`config.mk`:
```
export PLATFORM = sky130hd
export DESIGN_NAME = ubst_top
export DESIGN_NICKNAME = d
export VERILOG_FILES = /design/src/core/ubst_pkg.sv /design/src/core/ubst_top.sv
export VERILOG_INCLUDE_DIRS = /design/src /design/src/core
export SDC_FILE = /design/constraint.sdc
export NUM_CORES = 1
export LEC_CHECK = 0
export BUFFER_PORTS_ARGS = -buffer_cell sky130_fd_sc_hd__buf_2
export CORE_MARGIN = 2
export CORE_UTILIZATION = 35
export CTS_CLUSTER_SIZE = 20
export DETAILED_ROUTE_END_ITERATION = 10
export PLACE_DENSITY_LB_ADDON = 0.3
export SETUP_SLACK_MARGIN = 0.05
export SYNTH_ARGS = -nofsm -noshare
export SYNTH_HDL_FRONTEND = slang
export SYNTH_SLANG_ARGS = --single-unit
```
`constraint.sdc`:
```
create_clock -name clock -period 4.1 [get_ports clock]
set_input_delay 0.205 -clock clock [delete_from_list [all_inputs] [get_ports clock]]
set_output_delay 0.205 -clock clock [all_outputs]
set_load 0.1 [all_outputs]
```
`src/core/ubst_map.svh`:
```
// register offsets, field positions, reset values and timing constants
// assumes inclusion by bare name from the ubst design files
`ifndef UBST_MAP_SVH
`define UBST_MAP_SVH
`define UBST_OFS_TX_HOLD     4'h0
`define UBST_OFS_IRQ_EN      4'h1
`define UBST_OFS_FIFO_CTRL   4'h2
`define UBST_OFS_LINE_CTRL   4'h3
`define UBST_OFS_MODEM_CTRL  4'h4
`define UBST_OFS_STATUS      4'h5
`define UBST_OFS_ENH_FEAT    4'h6
`define UBST_OFS_DIV_LOW     4'h7
`define UBST_OFS_DIV_HIGH    4'h8
`define UBST_OFS_RX_CTRL     4'h9
`define UBST_BIT_SLEEP_EN    4
`define UBST_BIT_ENH_FUNC    4
`define UBST_BIT_DMA_MODE    3
`define UBST_BIT_FIFO_EN     0
`define UBST_BIT_BREAK       6
`define UBST_BIT_PRESCALE    7
`define UBST_LINE_CTRL_RST   8'h1D
`define UBST_OVERSAMPLE      5'h10
`define UBST_TO_EXTRA        8'h0C
`define UBST_FIFO_DEPTH      7'h40
`endif

```
`src/core/ubst_pkg.sv`:
```
// types shared by the tx, sleep and timeout channel logic
// assumes the map header supplies offsets and field positions
package ubst_pkg;
  typedef enum logic [1:0] {
    UBST_AWAKE,
    UBST_ASLEEP
  } ubst_sleep_t;
  typedef enum logic [1:0] {
    UBST_TX_IDLE,
    UBST_TX_SHIFT
  } ubst_tx_t;
  typedef struct packed {
    logic [3:0] addr;
    logic [7:0] wdata;
    logic       wr;
    logic       rd;
  } ubst_bus_t;
  typedef struct packed {
    logic       rx_byte;
    logic       rx_read;
    logic [6:0] rx_level;
    logic       irq_other;
    logic [3:0] modem_in;
  } ubst_rxside_t;
endpackage

```
`src/core/ubst_top.sv`:
```
// baud generator, tx pacing, sleep control, rx timeout and break
// assumes the receive datapath reports through a rx side struct on clock
//
// Notes on behaviour
// - single dma or fifo off: send each character once written
// - block dma: hold transmit until free space reaches trigger
// - transmit trigger level from fifo control bits 5:4
// - receive trigger level from fifo control bits 7:6
// - sleep armed only with enhanced bit 4 and irq enable bit 4
// - sleep needs idle rx, empty tx, only tx-empty/timeout irqs
// - never sleep while the receive fifo holds data
// - asleep: channel and baud clocks stopped, divisor bytes frozen
// - wake on rx edge, modem input change or tx fifo write
// - timeout after 4 x word length + 12 high bits with data
// - line control bit 6 forces tx low while set
// - baud divider by 16-bit divisor, 1 to 65535
// - baud output is sixteen times the bit rate
// - prescaler divides by 4 when modem control bit 7 is set
// - divisor low byte is lsbs, high byte is msbs
// - divisor zero produces no baud clock
// - one baud tick clocks both transmitter and receiver
// - fifo control bit 3 selects single or block dma
// - reset loads modem control bit 7 with inverse of pin
// - divisor bytes keep their values through reset
//
// Design decisions made here: the register addresses and the plain strobed port.
`timescale 1ns/1ps
`include "ubst_map.svh"
module ubst_top (
  input  wire logic                  clock,        // 100 MHz
  input  wire logic                  rstn,         // async reset, low
  input  wire ubst_pkg::ubst_bus_t   bus,          // register port
  output logic [7:0]                 rdata,        // read data, next cycle
  input  wire logic                  prescale_select_pin, // strap pin
  input  wire logic                  rx_pin,       // serial input
  input  wire ubst_pkg::ubst_rxside_t rxs,         // rx datapath status
  output logic                       tx_pin,       // serial output
  output logic                       baud_tick,    // 16x sample strobe
  output logic                       rx_timeout,   // timeout flag
  output logic                       asleep,       // channel sleeping
  output logic [1:0]                 rx_trig_sel   // rx trigger field
);
  // ==========================================================
  // input synchronisers
  logic [1:0] rx_sync;
  logic [1:0] pin_sync;
  logic [1:0] next_rx_sync;
  logic [1:0] next_pin_sync;
  logic       rx_prev;
  logic       next_rx_prev;
  logic [3:0] modem_prev;
  logic [3:0] next_modem_prev;
  logic       strap_done;
  logic       next_strap_done;
  always_comb begin
    next_rx_sync    = {rx_sync[0], rx_pin};
    next_pin_sync   = {pin_sync[0], prescale_select_pin};
    next_rx_prev    = rx_sync[1];
    next_modem_prev = rxs.modem_in;
    next_strap_done = 1'b1;
  end
  always_ff @(posedge clock or negedge rstn) begin
    if (!rstn) begin
      rx_sync    <= 2'h3;
      rx_prev    <= 1'b1;
      modem_prev <= 4'h0;
      strap_done <= 1'b0;
    end else begin
      rx_sync    <= next_rx_sync;
      rx_prev    <= next_rx_prev;
      modem_prev <= next_modem_prev;
      strap_done <= next_strap_done;
    end
  end
  // strap sync keeps running through reset so the pin level has
  // settled by the first edge after release, when it is latched
  always_ff @(posedge clock) begin
    pin_sync <= next_pin_sync;
  end

  // ==========================================================
  // registers
  logic [7:0]  irq_enable_reg;
  logic [7:0]  fifo_ctrl_reg;
  logic [7:0]  line_ctrl_reg;
  logic [7:0]  modem_ctrl_reg;
  logic [7:0]  enhanced_feature_reg;
  logic [7:0]  baud_divisor_low;
  logic [7:0]  baud_divisor_high;
  logic [7:0]  next_irq_enable_reg;
  logic [7:0]  next_fifo_ctrl_reg;
  logic [7:0]  next_line_ctrl_reg;
  logic [7:0]  next_modem_ctrl_reg;
  logic [7:0]  next_enhanced_feature_reg;
  logic [7:0]  next_baud_divisor_low;
  logic [7:0]  next_baud_divisor_high;
  logic [7:0]  next_rdata;
  logic        tx_write;
  logic        sleep_q;
  logic [6:0]  tx_count;
  logic        tx_busy;
  logic        wr_dl;
  logic        wr_dh;
  assign tx_write = bus.wr && (bus.addr == `UBST_OFS_TX_HOLD);
  assign wr_dl = bus.wr && (bus.addr == `UBST_OFS_DIV_LOW) && !sleep_q;
  assign wr_dh = bus.wr && (bus.addr == `UBST_OFS_DIV_HIGH) && !sleep_q;
  always_comb begin
    next_irq_enable_reg       = irq_enable_reg;
    next_fifo_ctrl_reg        = fifo_ctrl_reg;
    next_line_ctrl_reg        = line_ctrl_reg;
    next_modem_ctrl_reg       = modem_ctrl_reg;
    next_enhanced_feature_reg = enhanced_feature_reg;
    next_rdata                = 8'h00;
    // strap is caught on the first clock after release
    if (!strap_done) begin
      next_modem_ctrl_reg[`UBST_BIT_PRESCALE] = ~pin_sync[1];
      next_enhanced_feature_reg[`UBST_BIT_PRESCALE] = ~pin_sync[1];
    end else if (bus.wr) begin
      case (bus.addr)
        `UBST_OFS_IRQ_EN:     next_irq_enable_reg = bus.wdata;
        `UBST_OFS_FIFO_CTRL:  next_fifo_ctrl_reg = bus.wdata;
        `UBST_OFS_LINE_CTRL:  next_line_ctrl_reg = bus.wdata;
        `UBST_OFS_MODEM_CTRL: next_modem_ctrl_reg = bus.wdata;
        `UBST_OFS_ENH_FEAT:   next_enhanced_feature_reg = bus.wdata;
        default: ;
      endcase
    end
    if (bus.rd) begin
      case (bus.addr)
        `UBST_OFS_IRQ_EN:     next_rdata = irq_enable_reg;
        `UBST_OFS_FIFO_CTRL:  next_rdata = fifo_ctrl_reg;
        `UBST_OFS_LINE_CTRL:  next_rdata = line_ctrl_reg;
        `UBST_OFS_MODEM_CTRL: next_rdata = modem_ctrl_reg;
        `UBST_OFS_ENH_FEAT:   next_rdata = enhanced_feature_reg;
        `UBST_OFS_DIV_LOW:    next_rdata = baud_divisor_low;
        `UBST_OFS_DIV_HIGH:   next_rdata = baud_divisor_high;
        `UBST_OFS_STATUS:
          next_rdata = {4'h0, tx_busy, rx_timeout, sleep_q,
                        tx_count == 7'h00};
        default:              next_rdata = 8'h00;
      endcase
    end
  end
  always_ff @(posedge clock or negedge rstn) begin
    if (!rstn) begin
      irq_enable_reg       <= 8'h00;
      fifo_ctrl_reg        <= 8'h00;
      line_ctrl_reg        <= `UBST_LINE_CTRL_RST;
      modem_ctrl_reg       <= 8'h00;
      enhanced_feature_reg <= 8'h00;
      rdata                <= 8'h00;
    end else begin
      irq_enable_reg       <= next_irq_enable_reg;
      fifo_ctrl_reg        <= next_fifo_ctrl_reg;
      line_ctrl_reg        <= next_line_ctrl_reg;
      modem_ctrl_reg       <= next_modem_ctrl_reg;
      enhanced_feature_reg <= next_enhanced_feature_reg;
      rdata                <= next_rdata;
    end
  end

  // divisor bytes sit outside reset so a warm reset keeps the rate;
  // writes while asleep are dropped as a guard against host misuse
  always_comb begin
    next_baud_divisor_low  = wr_dl ? bus.wdata : baud_divisor_low;
    next_baud_divisor_high = wr_dh ? bus.wdata : baud_divisor_high;
  end
  always_ff @(posedge clock) begin
    baud_divisor_low  <= next_baud_divisor_low;
    baud_divisor_high <= next_baud_divisor_high;
  end

  // ==========================================================
  // sleep control
  ubst_pkg::ubst_sleep_t sleep_st;
  ubst_pkg::ubst_sleep_t next_sleep_st;
  logic armed;
  logic can_sleep;
  logic wake;
  assign armed = enhanced_feature_reg[`UBST_BIT_ENH_FUNC]
              && irq_enable_reg[`UBST_BIT_SLEEP_EN];
  assign can_sleep = armed && rx_sync[1] && (tx_count == 7'h00) && !tx_busy
                  && !rxs.irq_other
                  && (rxs.rx_level == 7'h00);
  assign wake = (rx_sync[1] != rx_prev) || (rxs.modem_in != modem_prev)
             || tx_write;
  assign sleep_q = (sleep_st == ubst_pkg::UBST_ASLEEP);
  always_comb begin
    next_sleep_st = sleep_st;
    case (sleep_st)
      ubst_pkg::UBST_AWAKE:
        if (can_sleep && !wake) next_sleep_st = ubst_pkg::UBST_ASLEEP;
      ubst_pkg::UBST_ASLEEP:
        if (wake || !armed) next_sleep_st = ubst_pkg::UBST_AWAKE;
      default: next_sleep_st = ubst_pkg::UBST_AWAKE;
    endcase
  end
  always_ff @(posedge clock or negedge rstn) begin
    if (!rstn) begin
      sleep_st <= ubst_pkg::UBST_AWAKE;
      asleep   <= 1'b0;
    end else begin
      sleep_st <= next_sleep_st;
      asleep   <= (next_sleep_st == ubst_pkg::UBST_ASLEEP);
    end
  end

  // ==========================================================
  // prescaler and baud divider
  logic        run;
  logic [1:0]  pre_cnt;
  logic [1:0]  next_pre_cnt;
  logic        pre_tick;
  logic [15:0] divisor;
  logic [15:0] div_cnt;
  logic [15:0] next_div_cnt;
  logic        next_baud_tick;
  assign run = !sleep_q;
  assign divisor = {baud_divisor_high, baud_divisor_low};
  assign pre_tick = modem_ctrl_reg[`UBST_BIT_PRESCALE]
                  ? (pre_cnt == 2'h3) : 1'b1;
  always_comb begin
    next_pre_cnt   = pre_cnt;
    next_div_cnt   = div_cnt;
    next_baud_tick = 1'b0;
    if (run) begin
      next_pre_cnt = pre_cnt + 2'h1;
      if (divisor == 16'h0000) begin
        next_div_cnt = 16'h0000;
      end else if (pre_tick) begin
        if (div_cnt >= divisor - 16'h0001) begin
          next_div_cnt   = 16'h0000;
          next_baud_tick = 1'b1;
        end else begin
          next_div_cnt = div_cnt + 16'h0001;
        end
      end
    end
  end
  always_ff @(posedge clock or negedge rstn) begin
    if (!rstn) begin
      pre_cnt   <= 2'h0;
      div_cnt   <= 16'h0000;
      baud_tick <= 1'b0;
    end else begin
      pre_cnt   <= next_pre_cnt;
      div_cnt   <= next_div_cnt;
      baud_tick <= next_baud_tick;
    end
  end

  // ==========================================================
  // transmit pacing and shifter
  // a simple occupancy count stands in for the fifo datapath
  ubst_pkg::ubst_tx_t tx_st;
  ubst_pkg::ubst_tx_t next_tx_st;
  logic [6:0] next_tx_count;
  logic [6:0] tx_trig;
  logic [6:0] tx_space;
  logic [3:0] os_cnt;
  logic [3:0] next_os_cnt;
  logic [3:0] bit_cnt;
  logic [3:0] next_bit_cnt;
  logic [3:0] frame_bits;
  logic       bit_tick;
  logic       block_mode;
  logic       start_ok;
  logic       tx_level;
  logic       next_tx_level;
  logic       next_tx_pin;
  assign block_mode = fifo_ctrl_reg[`UBST_BIT_DMA_MODE]
                   && fifo_ctrl_reg[`UBST_BIT_FIFO_EN];
  always_comb begin
    case (fifo_ctrl_reg[5:4])
      2'h0:    tx_trig = 7'h08;
      2'h1:    tx_trig = 7'h10;
      2'h2:    tx_trig = 7'h20;
      default: tx_trig = 7'h38;
    endcase
  end
  assign tx_space = `UBST_FIFO_DEPTH - tx_count;
  assign start_ok = block_mode ? (tx_space >= tx_trig)
                               : 1'b1;
  assign bit_tick = baud_tick && (os_cnt == 4'hF);
  // start + data + parity + stop from the line control word
  assign frame_bits = 4'h7 + {2'h0, line_ctrl_reg[1:0]}
                    + {3'h0, line_ctrl_reg[3]} + {3'h0, line_ctrl_reg[2]};
  assign tx_busy = (tx_st == ubst_pkg::UBST_TX_SHIFT);
  always_comb begin
    next_tx_st    = tx_st;
    next_tx_count = tx_count;
    next_bit_cnt  = bit_cnt;
    next_tx_level = tx_level;
    next_os_cnt   = baud_tick ? os_cnt + 4'h1 : os_cnt;
    if (tx_write && tx_count != `UBST_FIFO_DEPTH)
      next_tx_count = tx_count + 7'h01;
    case (tx_st)
      ubst_pkg::UBST_TX_IDLE: begin
        next_tx_level = 1'b1;
        if (tx_count != 7'h00 && start_ok && bit_tick) begin
          next_tx_st    = ubst_pkg::UBST_TX_SHIFT;
          next_tx_count = next_tx_count - 7'h01;
          next_bit_cnt  = 4'h0;
          next_tx_level = 1'b0;
        end
      end
      ubst_pkg::UBST_TX_SHIFT:
        if (bit_tick) begin
          next_bit_cnt  = bit_cnt + 4'h1;
          next_tx_level = 1'b1;
          if (bit_cnt + 4'h1 >= frame_bits)
            next_tx_st = ubst_pkg::UBST_TX_IDLE;
        end
      default: next_tx_st = ubst_pkg::UBST_TX_IDLE;
    endcase
    next_tx_pin = next_tx_level
               && !next_line_ctrl_reg[`UBST_BIT_BREAK];
  end
  always_ff @(posedge clock or negedge rstn) begin
    if (!rstn) begin
      tx_st    <= ubst_pkg::UBST_TX_IDLE;
      tx_count <= 7'h00;
      os_cnt   <= 4'h0;
      bit_cnt  <= 4'h0;
      tx_level <= 1'b1;
      tx_pin   <= 1'b1;
    end else begin
      tx_st    <= next_tx_st;
      tx_count <= next_tx_count;
      os_cnt   <= next_os_cnt;
      bit_cnt  <= next_bit_cnt;
      tx_level <= next_tx_level;
      tx_pin   <= next_tx_pin;
    end
  end

  // ==========================================================
  // receive timeout
  logic [7:0] to_cnt;
  logic [7:0] next_to_cnt;
  logic [7:0] to_limit;
  logic       next_rx_timeout;
  logic [1:0] next_rx_trig_sel;
  // word length kept four bits wide so an 8-bit word does not wrap
  assign to_limit = {2'h0, 4'h5 + {2'h0, line_ctrl_reg[1:0]}, 2'h0}
                  + `UBST_TO_EXTRA;
  always_comb begin
    next_to_cnt      = to_cnt;
    next_rx_timeout  = rx_timeout;
    next_rx_trig_sel = fifo_ctrl_reg[7:6];
    if (rxs.rx_byte || rxs.rx_read || !rx_sync[1]
        || rxs.rx_level == 7'h00) begin
      next_to_cnt     = 8'h00;
      next_rx_timeout = 1'b0;
    end else if (bit_tick && to_cnt < to_limit) begin
      next_to_cnt = to_cnt + 8'h01;
      if (to_cnt + 8'h01 == to_limit) next_rx_timeout = 1'b1;
    end
  end
  always_ff @(posedge clock or negedge rstn) begin
    if (!rstn) begin
      to_cnt      <= 8'h00;
      rx_timeout  <= 1'b0;
      rx_trig_sel <= 2'h0;
    end else begin
      to_cnt      <= next_to_cnt;
      rx_timeout  <= next_rx_timeout;
      rx_trig_sel <= next_rx_trig_sel;
    end
  end
endmodule

```
Word level (Yosys, flattened, before mapping)
Cells that the tools add are included.
{"block": "totals", "reg_bits": 126, "inputBits": 32, "out_inout_bits": 14, "wordCells": 172}
{"block": "op_classes", "addsub": 14, "magnitude_cmp": 4, "eq_ne": 25, "n_mux": 42, "bitwise": 2, "reduce_logical": 55}
{"operator": "8-bit case mux with 8 select lines", "count": 1}
{"operator": "8-bit 2-to-1 mux", "count": 7}
{"operator": "16-bit 2-to-1 mux", "count": 3}
{"operator": "7-bit 2-to-1 mux", "count": 6}
{"operator": "3-bit AND reduction", "count": 7}
{"operator": "1-bit logical AND", "count": 19}
{"operator": "6-bit case mux with 3 select lines", "count": 1}
{"operator": "16-bit by 1-bit adder with 16-bit output, second input constant", "count": 1}
{"operator": "4-bit by 3-bit == test with 1-bit output, second input constant", "count": 4}
{"operator": "16-bit >= comparator", "count": 1}
{"operator": "16-bit logical NOT", "count": 1}
{"operator": "16-bit by 1-bit subtractor with 16-bit output, second input constant", "count": 1}
{"operator": "7-bit logical NOT", "count": 2}
{"operator": "1-bit 2-to-1 mux", "count": 13}
{"operator": "2-bit 2-to-1 mux", "count": 5}
{"operator": "3-bit by 2-bit adder with 4-bit output, first input constant", "count": 2}
{"operator": "4-bit by 1-bit adder with 4-bit output", "count": 2}
{"operator": "4-bit by 1-bit adder with 4-bit output, second input constant", "count": 2}
{"operator": "8-bit by 1-bit adder with 8-bit output, second input constant", "count": 1}
{"operator": "2-bit by 1-bit == test with 1-bit output, second input constant", "count": 4}
{"operator": "4-bit by 2-bit == test with 1-bit output, second input constant", "count": 2}
{"operator": "4-bit == test, second input constant", "count": 2}
{"operator": "8-bit by 7-bit == test with 1-bit output", "count": 1}
{"operator": "8-bit by 7-bit < comparator with 1-bit output", "count": 1}
{"operator": "other kinds (26)", "count": 53}

Longest topological paths before layout
{"block": "depth", "depth_word": 10, "ltp_mapped": 14, "mapped_depth_nobuf": 13}

Worst setup path after synthesis
OpenSTA, ideal clock, no wires.
{"block": "synth_timing", "kind": "register -> register", "from": "reg baud_divisor_low[4]", "to": "reg div_cnt[5]", "setup_ns": 0.095, "arrival_time_ns": 3.530, "t_required_ns": 4.005, "setup_slack_ns": 0.474, "path_stages_with_launch": 13, "path_buffers": 2, "period_less_slack_ns": 3.626, "path_cell_list": "edfxtp_1 > or4_1 > or4_1 > clkbuf_1 > nor3_1 > xnor2_1 > ha_1 > a211oi_1 > o21bai_1 > a211oi_1 > nand3_1 > buf_2 > o31ai_1"}
{"block": "synth_between", "elab_chain_cells": 5, "word_cells_on_any_way": 8, "classes_between": "add/sub: 1; order compare: 1; mux: 3; reduce/logical: 3"}
{"item": "from (decl)", "line_no": "ubst_top.sv:88", "text": "logic [7:0] baud_divisor_low;"}
{"item": "from (signal assigned)", "line_no": "ubst_top.sv:169", "text": "baud_divisor_low <= next_baud_divisor_low;"}
{"item": "16-bit by 1-bit subtractor with 16-bit output", "line_no": "ubst_top.sv:231", "text": "if (div_cnt >= divisor - 16'h0001) begin"}
{"item": "16-bit >= comparator", "line_no": "ubst_top.sv:231"}
{"item": "16-bit 2-to-1 mux", "line_no": "ubst_top.sv:231"}
{"item": "16-bit 2-to-1 mux", "line_no": "ubst_top.sv:230", "text": "end else if (pre_tick) begin"}
{"item": "16-bit 2-to-1 mux", "line_no": "ubst_top.sv:228", "text": "if (divisor == 16'h0000) begin"}
{"item": "to (signal assigned)", "line_no": "ubst_top.sv:247", "text": "div_cnt <= next_div_cnt;"}
{"item": "to (decl)", "line_no": "ubst_top.sv:215", "text": "logic [15:0] div_cnt;"}
Several ways; a longest one is shown, not always the timed one. The select of a mux whose other input is x is not followed.
A chain may end at the register's enable or synchronous reset.

Final worst setup path
Ends and elaborated chain as after synthesis.

==> impl_metrics.tcl <==
set metrics [dict create \
    whs_endpoint "baud_divisor_high[4]" \
    grt_pass1_vias 5259 \
    ys.flop_type "dfrtp_1" \
    largest_register_ffs 16 \
    start_util_pct 35.5 \
    hold_class "input pin to flop" \
    crit_arrival_ns 4.15 \
    syn_nets 715 \
    finalHoldViolCount 0 \
    setup.worst_path.class "flop to flop" \
    cp_slowest_stage_delay_ns 0.58 \
    min_from "bus[6]" \
    slew_headroom_pct 17.1 \
    whs_path_depth 1 \
    timing.rr.start "baud_divisor_low[4]" \
    fin_nets 769 \
    setup_ws_ns 0.279 \
    synth.yosys.seq_area_share_pct 46.6 \
    vias 5143 \
    swShare_pct 27.8 \
    rows 51 \
    fmax_mhz 262 \
    clk_pin_slew_ns 0.06 \
    port_buffers 45 \
    slowest_stage "or4_1" \
    cts_root_buf "clkbuf_16" \
    cp_max_fo 9 \
    dr.pass1.iters 5 \
    pin_count 46 \
    postSynth.asyncResetShare_pct 85.6 \
    most-common-layout-cells "98 x dfrtp_1, 44 x buf_2, 42 x nand2_1, 42 x ha_1, 41 x mux2_2" \
    critPathRequiredTime_ns 4.43 \
    synth-seq-cells 125 \
    final_common_cell "dfrtp_1" \
    fin_tns_setup_ns 0 \
    dp_hpwl_um 12000 \
    crit_chain "or4_1 > or4_1 > nor3_1 > xnor2_1 > ha_1 > a211oi_1 > o21bai_1 > a211oi_1 > nand3_2 > buf_4 > o31ai_1" \
    globalplace.congestion 0.853 \
    yosysWarnings 0 \
    syn_to_final_growth_pct 17.6 \
    crit_family "simple AND/OR/NAND/NOR gates" \
    place_ws_ns 0.0276 \
    grt_pass1_wl_um 27100 \
    antenna_left 0 \
    synth_top_area_share_pct 35.6 \
    r2r_end "div_cnt[5]" \
    antenna_found_initial 0 \
    maxCapViolCount 0 \
    drt_iter0_markers 412 \
    die_w_um 144 \
    finalCritPeriodShare_pct 93.2 \
    wire_per_inst_um 17.1 \
    die_area_sq_mm 0.0208 \
    intPower_mw 2.62 \
    critPathLaunchType "flop" \
    synth_enable_flop_cells 16 \
    pwr-share-clk_pct 42.8 \
    die_y_um 144 \
    yosys-top-cells-area "dfrtp_1 36%, ha_1 7.6%, edfxtp_1 7.0%, mux2_2 6.7%, xnor2_1 4.2%" \
    drt-total-wl_um 16600 \
    grt_max_degree 54 \
    drive_gt1_share_pct 21.1 \
    end_kind "flop" \
    syn-cell-area_sq_mm 0.00688 \
    grt.total_usage_pct 17.1 \
    antennaDiodeCount 0 \
    power.density_mw_per_mm2 448 \
    pwr-share-comb_pct 16.1 \
    power_frac_seq_pct 41.1 \
    core-area_sq_mm 0.0194 \
    netSwitchingPower_mw 1.01 \
    grt.overflow.total 0 \
    dpl-instance-area_sq_mm 0.00739 \
    final_cell_area_sq_mm 0.00809 \
    max_slew.worst_pin.slew_ns 1.24 \
    status "completed" \
    cts_buffers 17 \
    slew_viol_final 0 \
    drc 0 \
    power.leakage_nw 3.47 \
    cts_tree "built" \
    synth_area_leader_cell "dfrtp_1" \
    fin_util_pct 41.7 \
    whs_ns 0.0956 \
    avgViaCountPerCell 5.29 \
    synth_cells 640 \
    synth_cell_types 70 \
    clk_latency_ns 0.42 \
    syn_avg_cell_area_sq_um 10.8 \
    reg2reg_depth 11 \
    setup-violations-final 0 \
    crit_buf_inv 1 \
    r2r_slack_ns 0.28 \
    cts_sinks 125 \
    rsz0062_at_grt "false" \
    clock_path_buffers 2 \
    htree_levels 4 \
    vdd_ir_drop_max_mv 0.258 \
    min_period_ns 3.82 \
    largest-register "div_cnt" \
    finalClockSkew_ns 0.00818 \
]
-- how the worst max path moves through the flow --
stage	from	end	slack, ns	depth (start not counted)
global placement	baud_divisor_low[4]	div_cnt[10]	0.34	10
floorplan	baud_divisor_low[4]	div_cnt[5]	0.47	12
CTS	baud_divisor_low[4]	div_cnt[10]	0.18	10
finish	baud_divisor_low[4]	div_cnt[5]	0.28	11
detailed placement	baud_divisor_low[5]	div_cnt[10]	0.03	10
global route	baud_divisor_low[4]	div_cnt[5]	0.06	11
-- power groups by stage --
stage	logic, mW	clock network (mW)	registers [mW]
final	0.585	1.55	1.49
after detailed placement	0.581	0	1.51
after global placement	0.560	0	1.51
after global routing	0.660	1.64	1.51
after CTS	0.592	1.59	1.49
after floorplan	0.378	0	1.53
-- metrics by stage --
stage | total power, mW | instances
after floorplan | 1.91 | 640
after global placement | 2.07 | 932
after detailed placement | 2.09 | 932
after CTS | 3.67 | 971
after global routing | 3.81 | 972
final | 3.63 | 972
-- logic make-up after synthesis --
logic type / synth area share, %
AO/OA/AOI/OAI: 10.0
XOR/XNOR: 6.62
adder cells (fa/ha/maj): 7.93
buffers and inverters: 3.07
flip-flops: 46.6
multiplexers: 9.69
other: 0.109
AND/OR/NAND/NOR: 15.9
-- metal layers --
layer	up-vias	part of all wire, %	track usage, %
met5	-	0	0
met4	0	1.9	6.18
met3	21	4.2	3.84
met2	129	50	28.8
met1	2552	44	21.7
li1	2441	-	-
-- worst reg2reg max path, delay by kind of cell (launching register included) --
kind                       cells  cell delay [ns]
xor gates and xnor gates       1             0.17
adders and majority gates      1             0.27
AOI/OAI and AO/OA              4             0.94
buffers and inverters          1             0.26
and+or+nand+nor                4             1.64
DFF                            1             0.45
-- repair_timing --
action,in CTS,in global routing
hold endpoints to repair,36,0
buffers inserted,0,1
pin swaps,0,1
setup endpoints to repair,4,4
gates resized for setup,1,1
hold buffers,7,0
-- final cells by class --
| cell class | count | area [sq um] |
|---|---|---|
| clock buffers | 21 | 492 |
| clock inverters | 11 | 126 |
| fillers | 1909 | 11300 |
| inverters | 33 | 124 |
| multi-input cells | 459 | 3470 |
| flip-flops and latches | 125 | 3210 |
| well taps | 265 | 332 |
| repair buffers | 58 | 343 |
-- cell usage after synthesis, types with 6 or more instances --
cell,instances
edfxtp_1,16
dfstp_2,9
nand4_1,22
o21ai_0,14
xnor2_1,33
a31oi_1,12
dfrtp_1,98
nor2b_1,8
xor2_1,19
ha_1,42
nor2_1,37
o22ai_1,8
nand2b_1,9
clkbuf_1,21
nand2_1,42
and3_1,7
mux2_2,41
nand3_1,19
mux2i_1,16
nor3_1,16
inv_1,33
or4_1,6
a21oi_1,18
No activity file was read; power rests on OpenSTA's default activity.
